**src/core/slsm_pkg.sv**
```systemverilog
// Package for the safety link status monitor: offsets, codes, reset values, timing.
// Assumes a 100 MHz system clock and a 32-bit APB register port.
package slsm_pkg;

	// Register byte offsets
	localparam logic [7:0] OFF_BRAKE_STATE = 8'h00;
	localparam logic [7:0] OFF_FAULT_STAT  = 8'h04;
	localparam logic [7:0] OFF_APP_SIZE    = 8'h08;
	localparam logic [7:0] OFF_COMM_SIZE   = 8'h0C;
	localparam logic [7:0] OFF_CONN_IDENT  = 8'h10;
	localparam logic [7:0] OFF_CONN_KIND   = 8'h14;
	localparam logic [7:0] OFF_LAST_FAULT  = 8'h18;
	localparam logic [7:0] OFF_PROTO_VER   = 8'h1C;
	localparam logic [7:0] OFF_CONTROL     = 8'h20;
	localparam logic [7:0] OFF_WD_PERIOD   = 8'h24;

	// Field positions
	localparam int CTRL_APP_LINK_BIT = 0;  // App settings over link
	localparam int CTRL_LOCAL_RST_BIT = 1; // Write 1: local link reset
	localparam int FAULT_SAFETY_BIT = 0;
	localparam int FAULT_SAFE_STATE_BIT = 1;
	localparam int FAULT_LINK_UP_BIT = 2;

	// Constant values and reset values
	localparam logic [15:0] APP_SIZE_LOCAL = 16'h0000;
	localparam logic [15:0] APP_SIZE_LINK  = 16'h0004;
	localparam logic [15:0] COMM_SIZE_VAL  = 16'h0002;
	localparam logic [15:0] CONN_KIND_SLAVE = 16'h0002;
	localparam logic [15:0] CONN_IDENT_RST = 16'h0000;
	localparam logic [7:0]  PROTO_VER_RST  = 8'h00;
	localparam logic [31:0] CONTROL_RST    = 32'h0000_0000;
	localparam logic [15:0] WD_PERIOD_RST_MS = 16'h0064;
	localparam logic [15:0] WD_PERIOD_MIN_MS = 16'h0007;

	// Timing
	localparam int CLK_PERIOD_NS = 10;
	localparam int MS_TIME_NS = 1000000;
	localparam int CYC_PER_MS = MS_TIME_NS / CLK_PERIOD_NS;

	// Brake sequencer states
	typedef enum logic [1:0] {
		BRAKE_HELD      = 2'b00,
		BRAKE_LETTING   = 2'b01,
		BRAKE_LET_GO    = 2'b10,
		BRAKE_APPLYING  = 2'b11
	} slsm_brake_t;

	// Link fault codes
	typedef enum logic [7:0] {
		FLT_RESET       = 8'h00,
		FLT_UNEXP_CMD   = 8'h01,
		FLT_UNKNOWN_CMD = 8'h02,
		FLT_BAD_CONN_ID = 8'h03,
		FLT_CRC         = 8'h04,
		FLT_WATCHDOG    = 8'h05,
		FLT_BAD_ADDR    = 8'h06,
		FLT_BAD_DATA    = 8'h07,
		FLT_COMM_LEN    = 8'h08,
		FLT_COMM_DATA   = 8'h09,
		FLT_APP_LEN     = 8'h0A,
		FLT_APP_DATA    = 8'h0B
	} slsm_fault_t;

endpackage

```
**src/core/slsm_wd_if.sv**
```systemverilog
// Interface between the monitor top and its link watchdog.
// Assumes both ends share clk_sys.
`timescale 1ns/1ps
interface slsm_wd_if;
	logic [15:0] wd_period_ms;
	logic        packet_seen;
	logic        link_active;
	logic        expired;

	modport ctrl (output wd_period_ms, output packet_seen, output link_active, input expired);
	modport wdog (input wd_period_ms, input packet_seen, input link_active, output expired);
endinterface
```
**src/core/slsm_link_watchdog.sv**
```systemverilog
// Link watchdog: counts milliseconds between safety packets.
// Assumes packet and link flags come from logic on clk_sys.
`timescale 1ns/1ps
module slsm_link_watchdog
	import slsm_pkg::*;
#(
	parameter int CYC_MS = slsm_pkg::CYC_PER_MS
) (
	clk_sys,
	rst_n,
	wd
);
	input wire logic clk_sys;
	input wire logic rst_n;
	slsm_wd_if.wdog  wd;

	logic [31:0] cyc_q;
	logic [15:0] ms_q;
	logic        exp_q;

	always_ff @(posedge clk_sys) begin
		if (!rst_n || !wd.link_active || wd.packet_seen || exp_q) begin
			cyc_q <= 32'h0000_0000;
		end else if (cyc_q == 32'(CYC_MS - 1)) begin
			cyc_q <= 32'h0000_0000;
		end else begin
			cyc_q <= cyc_q + 32'h0000_0001;
		end
	end

	// Expiry after period with no packet
	always_ff @(posedge clk_sys) begin
		if (!rst_n || !wd.link_active || wd.packet_seen || exp_q) begin
			ms_q  <= 16'h0000;
			exp_q <= 1'b0;
		end else if (cyc_q == 32'(CYC_MS - 1)) begin
			ms_q  <= ms_q + 16'h0001;
			exp_q <= (ms_q + 16'h0001) >= wd.wd_period_ms;
		end else begin
			exp_q <= 1'b0;
		end
	end

	assign wd.expired = exp_q; // One-cycle pulse
endmodule // slsm_link_watchdog

```
**src/core/slsm_top.sv**
```systemverilog
// Safety link status monitor top: APB status registers and link capture.
// Assumes all link and brake inputs come from logic on clk_sys.
`timescale 1ns/1ps
module slsm_top
	import slsm_pkg::*;
#(
	parameter int CYC_MS = slsm_pkg::CYC_PER_MS
) (
	input  wire logic        clk_sys,
	input  wire logic        rst_n,
	input  wire logic        psel,
	input  wire logic        penable,
	input  wire logic        pwrite,
	input  wire logic [7:0]  paddr,
	input  wire logic [31:0] pwdata,
	output logic [31:0]      prdata,
	output logic             pready,
	output logic             pslverr,
	input  wire logic        brake_state_valid,
	input  wire logic [1:0]  brake_state_in,
	input  wire logic        safety_fault_in,
	input  wire logic        conn_reached,
	input  wire logic [15:0] conn_ident_in,
	input  wire logic        fault_valid,
	input  wire logic [7:0]  fault_code_in,
	input  wire logic        proto_valid,
	input  wire logic [7:0]  proto_version_in,
	input  wire logic        wd_period_valid,
	input  wire logic [15:0] wd_period_in,
	input  wire logic        packet_seen,
	output logic             safe_state,
	output logic             link_up
);
	import slsm_pkg::*;

	slsm_brake_t brake_q;
	slsm_fault_t last_fault_q;
	logic        safety_fault_q;
	logic [15:0] conn_ident_q;
	logic [7:0]  proto_q;
	logic [31:0] control_q;
	logic [15:0] wd_period_q;
	logic        link_up_q;
	logic        safe_q;
	logic [31:0] prdata_q;
	logic        pslverr_q;
	logic        wr_acc;
	logic        local_rst;
	logic [15:0] app_size;

	slsm_wd_if wd_bus ();

	// Register map decode
	function automatic logic addr_mapped(input logic [7:0] a);
		return a inside {OFF_BRAKE_STATE, OFF_FAULT_STAT, OFF_APP_SIZE, OFF_COMM_SIZE,
			OFF_CONN_IDENT, OFF_CONN_KIND, OFF_LAST_FAULT, OFF_PROTO_VER,
			OFF_CONTROL, OFF_WD_PERIOD};
	endfunction

	assign wr_acc    = psel && penable && pwrite && addr_mapped(paddr);
	assign local_rst = wr_acc && (paddr == OFF_CONTROL) && pwdata[CTRL_LOCAL_RST_BIT];
	assign app_size  = control_q[CTRL_APP_LINK_BIT] ? APP_SIZE_LINK : APP_SIZE_LOCAL;

	// Control register, only the source bit is stored
	always_ff @(posedge clk_sys) begin
		if (!rst_n) begin
			control_q <= CONTROL_RST;
		end else if (wr_acc && paddr == OFF_CONTROL) begin
			control_q <= {31'h0000_0000, pwdata[CTRL_APP_LINK_BIT]};
		end
	end

	always_ff @(posedge clk_sys) begin
		if (!rst_n) begin
			brake_q <= BRAKE_HELD; // Held until the sequencer moves
		end else if (brake_state_valid) begin
			brake_q <= slsm_brake_t'(brake_state_in);
		end
	end

	always_ff @(posedge clk_sys) begin
		if (!rst_n) begin
			safety_fault_q <= 1'b0;
		end else begin
			safety_fault_q <= safety_fault_in;
		end
	end

	always_ff @(posedge clk_sys) begin
		if (!rst_n) begin
			proto_q <= PROTO_VER_RST;
		end else if (proto_valid) begin
			proto_q <= proto_version_in;
		end
	end

	// Watchdog period from master; below the minimum is ignored
	always_ff @(posedge clk_sys) begin
		if (!rst_n) begin
			wd_period_q <= WD_PERIOD_RST_MS;
		end else if (wd_period_valid && wd_period_in >= WD_PERIOD_MIN_MS) begin
			wd_period_q <= wd_period_in;
		end
	end

	// Connection ident and link state; a valid connect beats a local reset
	always_ff @(posedge clk_sys) begin
		if (!rst_n) begin
			conn_ident_q <= CONN_IDENT_RST;
			link_up_q    <= 1'b0;
		end else if (wd_bus.expired) begin
			link_up_q <= 1'b0;
		end else if (conn_reached && conn_ident_in != 16'h0000) begin
			conn_ident_q <= conn_ident_in;
			link_up_q    <= 1'b1;
		end else if (local_rst) begin
			link_up_q <= 1'b0;
		end
	end

	// Safe state on expiry, left on a new connection
	always_ff @(posedge clk_sys) begin
		if (!rst_n) begin
			safe_q <= 1'b0;
		end else if (wd_bus.expired) begin
			safe_q <= 1'b1;
		end else if (local_rst || (conn_reached && conn_ident_in != 16'h0000)) begin
			safe_q <= 1'b0;
		end
	end

	// Last fault code; watchdog wins, then zero ident, local reset, events
	always_ff @(posedge clk_sys) begin
		if (!rst_n) begin
			last_fault_q <= FLT_RESET;
		end else if (wd_bus.expired) begin
			last_fault_q <= FLT_WATCHDOG;
		end else if (conn_reached && conn_ident_in == 16'h0000) begin
			last_fault_q <= FLT_BAD_CONN_ID;
		end else if (local_rst) begin
			last_fault_q <= FLT_RESET;
		end else if (fault_valid) begin
			// Codes 6 to 11 pass the same way
			last_fault_q <= slsm_fault_t'(fault_code_in);
		end
	end

	// Interface to the watchdog
	assign wd_bus.wd_period_ms = wd_period_q;
	assign wd_bus.packet_seen  = packet_seen;
	assign wd_bus.link_active  = link_up_q;

	slsm_link_watchdog #(
		.CYC_MS (CYC_MS)
	) u_wdog (
		.clk_sys (clk_sys),
		.rst_n   (rst_n),
		.wd      (wd_bus.wdog)
	);

	// APB read data, latched in the setup cycle
	always_ff @(posedge clk_sys) begin
		if (!rst_n) begin
			prdata_q  <= 32'h0000_0000;
			pslverr_q <= 1'b0;
		end else if (psel && !penable) begin
			pslverr_q <= !addr_mapped(paddr);
			unique case (paddr)
				OFF_BRAKE_STATE: prdata_q <= {30'h0000_0000, brake_q};
				OFF_FAULT_STAT:  prdata_q <= {29'h0000_0000, link_up_q, safe_q, safety_fault_q};
				OFF_APP_SIZE:    prdata_q <= {16'h0000, app_size};
				OFF_COMM_SIZE:   prdata_q <= {16'h0000, COMM_SIZE_VAL};
				OFF_CONN_IDENT:  prdata_q <= {16'h0000, conn_ident_q};
				OFF_CONN_KIND:   prdata_q <= {16'h0000, CONN_KIND_SLAVE};
				OFF_LAST_FAULT:  prdata_q <= {24'h00_0000, last_fault_q};
				OFF_PROTO_VER:   prdata_q <= {24'h00_0000, proto_q};
				OFF_CONTROL:     prdata_q <= control_q;
				OFF_WD_PERIOD:   prdata_q <= {16'h0000, wd_period_q};
				default:         prdata_q <= 32'h0000_0000; // Unmapped
			endcase
		end
	end

	assign prdata     = prdata_q;
	assign pslverr    = pslverr_q && psel && penable;
	assign pready     = 1'b1; // Zero wait states
	assign safe_state = safe_q;
	assign link_up    = link_up_q;
endmodule // slsm_top

```
**config.mk**
```make
export PLATFORM = sky130hd
export DESIGN_NAME = slsm_top
export DESIGN_NICKNAME = d
export VERILOG_FILES = /design/src/core/slsm_pkg.sv /design/src/core/slsm_wd_if.sv /design/src/core/slsm_link_watchdog.sv /design/src/core/slsm_top.sv
export SDC_FILE = /design/constraint.sdc
export NUM_CORES = 1
export LEC_CHECK = 0
export BUFFER_PORTS_ARGS = -buffer_cell sky130_fd_sc_hd__buf_4
export CELL_PAD_IN_SITES_DETAIL_PLACEMENT = 1
export CELL_PAD_IN_SITES_GLOBAL_PLACEMENT = 2
export CORE_ASPECT_RATIO = 0.8
export CORE_UTILIZATION = 32
export CTS_CLUSTER_DIAMETER = 50
export DETAILED_ROUTE_END_ITERATION = 8
export PLACE_DENSITY = 0.85
export SLEW_MARGIN = 0
export SYNTH_ARGS = -nofsm -noshare
export SYNTH_HDL_FRONTEND = slang
export SYNTH_HIERARCHICAL = 1
export SYNTH_SLANG_ARGS = --single-unit
```
**constraint.sdc**
```tcl
create_clock -name clk_sys -period 2.7 [get_ports clk_sys]
set_input_delay 0.405 -clock clk_sys [delete_from_list [all_inputs] [get_ports clk_sys]]
set_output_delay 0.405 -clock clk_sys [all_outputs]
set_load 0.01 [all_outputs]
```
==> Word level (Yosys, flattened, before mapping) <==
Cells that the tools add are included.
{ "classes": {"n_addsub": 2, "order_cmp": 2, "n_eq_ne": 10, "muxes": 10, "bitwise": 3, "n_reduce_logical": 33} }
{ "ops": {"columns": ["op", "n"], "rows": [
  ["16-bit one-hot mux with 9 select lines", 1],
  ["32-bit by 1-bit adder with 32-bit output, second input constant", 1],
  ["32-bit by 17-bit equality test with 1-bit output, second input constant", 1],
  ["8-bit by 5-bit equality test with 1-bit output, second input constant", 4],
  ["16-bit by 1-bit adder with 16-bit output, second input constant", 1],
  ["8-bit by 4-bit equality test with 1-bit output, second input constant", 2],
  ["8-bit by 6-bit equality test with 1-bit output, second input constant", 2],
  ["16-bit >= comparator", 1],
  ["16-bit by 3-bit >= comparator with 1-bit output, second input constant", 1],
  ["16-bit logical NOT", 1],
  ["16-bit nonzero test", 1],
  ["3-bit two-way mux", 5],
  ["1-bit logical AND", 11],
  ["10-bit nonzero test", 1],
  ["8-bit by 3-bit equality test with 1-bit output, second input constant", 1],
  ["8-bit logical NOT", 1],
  ["2-bit OR reduction", 4],
  ["1-bit logical NOT", 4],
  ["1-bit logical OR", 4],
  ["1-bit two-way mux", 4],
  ["2-bit nonzero test", 2],
  ["4-bit nonzero test", 1],
  ["4-bit OR reduction", 1],
  ["1-bit NOT", 3],
  ["2 further kinds", 2]
]} }
{ "word_totals": {"regBits": 136, "out_inout_bits": 36, "elab_cells": 76} }

==> Depth between registers and ports, before layout <==
{ "logic_depth": {"word_depth": 8, "mapped_depth": 10, "ltp_nobuf": 10} }

==> Cells and area by module <==
Netlist, hierarchy kept.
{ "by_module_without_submodules": {"columns": ["mod", "instances", "cells_per_inst", "area_per_inst_um2", "seq_area_each_um2"], "rows": [
  ["slsm_top", 1, 353, 3230.6, 1421.4],
  ["slsm_link_watchdog", 1, 326, 2741.4, 980.9]
]} }

==> Worst setup path after synthesis <==
Ideal clock, no wire load.
{ "synth_timing": {"kind": "reg-to-reg", "from": "reg u_wdog.cyc_q[5]", "to": "reg u_wdog.ms_q[12]", "setup_time_ns": 0.132, "t_arrival_ns": 2.155, "required_time_ns": 2.568, "setup_slack_ns": 0.413, "stages_incl_launch_ff": 9, "path_buffers": 3, "period_less_slack_ns": 2.287, "cell_sequence": "dfxtp_1 or4_1 or3_1 buf_2 or3_4 buf_6 buf_2 o21ai_0 a21oi_1"} }
{ "synth_via": {"elab_chain_len": 1} }
{ "synth_rtl": {"columns": ["item", "line_no", "text"], "rows": [
  ["start: declaration", "slsm_link_watchdog.sv:17", "logic [31:0] cyc_q;"],
  ["start signal: assignment", "slsm_link_watchdog.sv:27", "cyc_q <= cyc_q + 32'h0000_0001;"],
  ["32-bit by 17-bit equality test with 1-bit output", "slsm_link_watchdog.sv:36", "end else if (cyc_q == 32'(CYC_MS - 1)) begin"],
  ["end signal: assignment", "slsm_link_watchdog.sv:37", "ms_q <= ms_q + 16'h0001;"],
  ["end: declaration", "slsm_link_watchdog.sv:18", "logic [15:0] ms_q;"]
]} }
No other way between the ends.
A chain may end at the register's enable or synchronous reset.

==> Worst setup path in the final report <==
{ "layout_timing": {"from": "reg u_wdog.ms_q[2]", "to": "reg u_wdog.exp_q (netlist: u_wdog/wd.expired)"} }
{ "layout_via": {"elab_chain_len": 2} }
{ "layout_rtl": {"columns": ["item", "line_no", "text"], "rows": [
  ["16-bit by 1-bit adder with 16-bit output", "slsm_link_watchdog.sv:38", "exp_q <= (ms_q + 16'h0001) >= wd.wd_period_ms;"],
  ["16-bit >= comparator", "slsm_link_watchdog.sv:38", null],
  ["end signal: assignment", "slsm_link_watchdog.sv:38", null],
  ["end: declaration", "slsm_link_watchdog.sv:19", "logic exp_q;"]
]} }
No other way between the ends.

==> flow_metrics.py <==
metrics = {
    "timing": {
        "slew_viol_final": 0,
        "post-route-period-util": 0.9023,
        "fin_tns_setup_ps": 0,
        "layout_min_cycle_time_ps": 2436,
        "timing_worst_slew_pin_value_ps": 817.1,
        "fin_ws_ps": 263.8,
        "max_clock_freq_mhz": 410.5,
        "hold_violations": 0,
        "clock_skew_ps": 8.052,
        "grt_setup_unrepaired": "false",
        "relSlewSlack": 0.4552,
        "setup_viol": 0,
    },
    "logic_synthesis": {
        "synth_area_um2": 5972,
        "synth_edf_count": 0,
        "ys_warn_count": 6,
        "synth_ff_type": "dfxtp_1",
        "synthTopCellsByArea": "dfxtp_1 (40%), mux2i_1 (7.7%), nor2_1 (5.3%)",
        "yosysTopAreaCell": "dfxtp_1",
        "synth_top_area_share": 0.4023,
        "synth_common_cells": "dfxtp_1 (120), nor2_1 (84), nand2_1 (59)",
        "synth_cells": 679,
        "async_flop_share": 0,
        "seq_area_frac_synth": 0.4023,
        "yosysMostFrequentCell": "dfxtp_1",
        "yosysUniqueCellTypes": 59,
        "synth-seq-cells": 120,
        "avgSynthCellArea_um2": 8.795,
    },
    "run_status": {
        "status": "finished, final reports clean",
    },
    "worst_setup_path": {
        "path_class": "flip-flop to flip-flop",
        "reg2reg_depth": 10,
        "worstPathArrival_ps": 2750,
        "start_kind": "flip-flop",
        "r2r_setup_slack_ps": 260,
        "end_kind": "flip-flop",
        "cp.required_ps": 3010,
        "r2r-start": "u_wdog/ms_q[2]$_SDFFE_PP0N_",
        "cp_max_fo": 6,
        "r2r_end": "u_wdog/wd.expired$_SDFF_PP0_",
    },
    "pwr": {
        "seqPwrFrac": 0.412,
        "p_comb_frac": 0.074,
        "p_leak_uw": 0.003058,
        "powerDensity_nw_per_um2": 599.7,
        "switching_power_uw": 1128,
        "p_total_uw": 4510,
        "clockPowerShare": 0.514,
        "peakVddDrop_uv": 368.2,
        "p_int_uw": 3383,
        "sw_frac_of_total": 0.2500,
    },
    "route": {
        "dr_wl_met2_um": 7963,
        "drc": 0,
        "routed_wl_um": 17220,
        "firstDrtPassIters": 4,
        "vias_per_cell": 5.010,
        "route.met3.wl_um": 857,
        "antenna_left": 0,
        "wl_per_cell_um": 16.52,
        "dr.max_layer_used": "met4",
        "met1_length_um": 8124,
        "first_iter_violations": 153,
        "vias": 5220,
    },
    "clock_network": {
        "cts_hold_buf": 0,
        "cts_buffer_depth": 2,
        "cts_tree": "yes",
        "numClockSinks": 120,
        "clk_latency_ps": 430,
        "cts_resized": 0,
        "cts_max_level": 4,
        "path_clk_slew_ps": 60,
        "cts_setup_buffers": 0,
        "cts_made_buffers": 17,
        "cts_root_buf": "clkbuf_16",
    },
    "global_route": {
        "grt_pass1_vias": 5441,
        "antenna_found_initial": 0,
        "grt_max_degree": 35,
        "grt_pass1_wl_um": 27740,
        "grt_overflow": 0,
        "grt_usage": 0.1877,
    },
    "die": {
        "pin_count": 138,
        "die_h_um": 124.2,
        "core_um2": 18220,
        "start_util": 0.3277,
        "rows": 44,
        "die_area_um2": 19220,
        "die_w_um": 154.7,
    },
    "worst_hold_path": {
        "whs_endpoint": "safety_fault_q$_SDFF_PN0_",
        "hp-start": "safety_fault_in",
        "hold_depth": 2,
        "hold_class": "input pin to flip-flop",
    },
    "final_layout": {
        "n_antenna_cell": 0,
        "final_nets": 896,
        "drive_gt1_frac": 0.2053,
        "nFillCells": 2116,
        "layout.cells.non_filler": 1042,
        "fin_util": 0.4127,
        "syn_to_final_growth_pct": 25.94,
    },
    "placed_design": {
        "place_ws_ps": 240.5,
        "gp_congestion": 0.8345,
        "dp_cells": 1010,
        "portBuffers": 90,
        "dp_hpwl_um": 13140,
    },
    "run": {
        "cap_violations": 0,
    },
}
## sequential cells by signal (all words and copies together), names as in the netlist
signal,flops
u_wdog/wd.expired,1
u_wdog/ms_q,16
prdata,16
conn_ident_q,16
pslverr_q,1
u_wdog/cyc_q,32
safe_state,1
last_fault_q,8
wd_bus.wd_period_ms,16
proto_q,8
link_up,1
control_q,1
safety_fault_q,1
brake_q,2
## power groups by stage
stage	clock [uW]	sequential (uW)	combinational, uW
after floorplan	0	1880	196
after global placement	0	1890	322
after detailed placement	0	1900	334
after CTS	2360	1860	337
after global routing	2450	1860	366
final	2320	1860	336
## through the flow
step / instance area [um2] / hold WS (ps)
after global routing: 7521 / 188.2
after floorplan: 6028 / 429.7
after detailed placement: 6919 / 456.8
final: 7521 / 190.0
after CTS: 7521 / 177.3
after global placement: 6919 / 444.3
## worst max-delay path, stage by stage (launching register included)
cell,delay [ps]
dfxtp_1,430
and4_1,280
and2_1,180
nand4_1,250
nor2_1,210
xor2_1,160
ha_1,260
nand4_1,120
a21oi_1,50
a211oi_1,260
a211oi_1,110
## worst max path at each step
stage / start / endpoint / slack, ps / cells past startpoint
floorplan: u_wdog/cyc_q[5]$_SDFF_PP0_ / u_wdog/ms_q[12]$_SDFFE_PP0N_ / 410 / 8
global placement: u_wdog/ms_q[2]$_SDFFE_PP0N_ / u_wdog/wd.expired$_SDFF_PP0_ / 320 / 10
detailed placement: u_wdog/ms_q[2]$_SDFFE_PP0N_ / u_wdog/wd.expired$_SDFF_PP0_ / 240 / 10
CTS: u_wdog/ms_q[2]$_SDFFE_PP0N_ / u_wdog/wd.expired$_SDFF_PP0_ / 220 / 10
global route: u_wdog/ms_q[2]$_SDFFE_PP0N_ / u_wdog/wd.expired$_SDFF_PP0_ / 60 / 10
finish: u_wdog/ms_q[2]$_SDFFE_PP0N_ / u_wdog/wd.expired$_SDFF_PP0_ / 260 / 10
## cell families after synthesis
family,count (synthesis),synth area share
AND/OR/NAND/NOR,272,0.2294
XOR/XNOR,48,0.07040
adder cells (fa/ha/maj),18,0.03771
flip-flops,120,0.4023
buffers and inverters,68,0.05740
multiplexers,56,0.09596
AO/OA/AOI/OAI,95,0.1056
other,2,0.001258
## final cells by class
class                      count  area, um2  area share
sequential                   120       2402      0.3194
clock inverter                14      162.7     0.02163
inverter                      23      86.33     0.01148
multi-input combinational    506       3291      0.4375
tap                          253      316.6     0.04209
clock buffer                  18      439.2     0.05839
timing repair buffer         108      823.3      0.1095
## placed cells by master, fill, tap and decap left out, types with 17 or more instances in the layout
| cell type | instances |
|---|---|
| xor2_1 | 29 |
| nor2_1 | 84 |
| inv_1 | 22 |
| mux2i_1 | 46 |
| nand3_1 | 24 |
| buf_4 | 107 |
| o21ai_0 | 28 |
| clkbuf_16 | 17 |
| nand4_1 | 24 |
| dfxtp_1 | 120 |
| nor4_1 | 17 |
| nand2_1 | 59 |
| conb_1 | 17 |
| ha_1 | 18 |
| xnor2_1 | 19 |
## metal layers
| metal | vias to the layer above | GRT usage |
|---|---|---|
| li1 | 2575 | - |
| met1 | 2512 | 0.2367 |
| met2 | 113 | 0.3097 |
| met3 | 20 | 0.04836 |
| met4 | 0 | 0.07116 |
| met5 | - | 0 |
(Power assumes the default switching activity.)
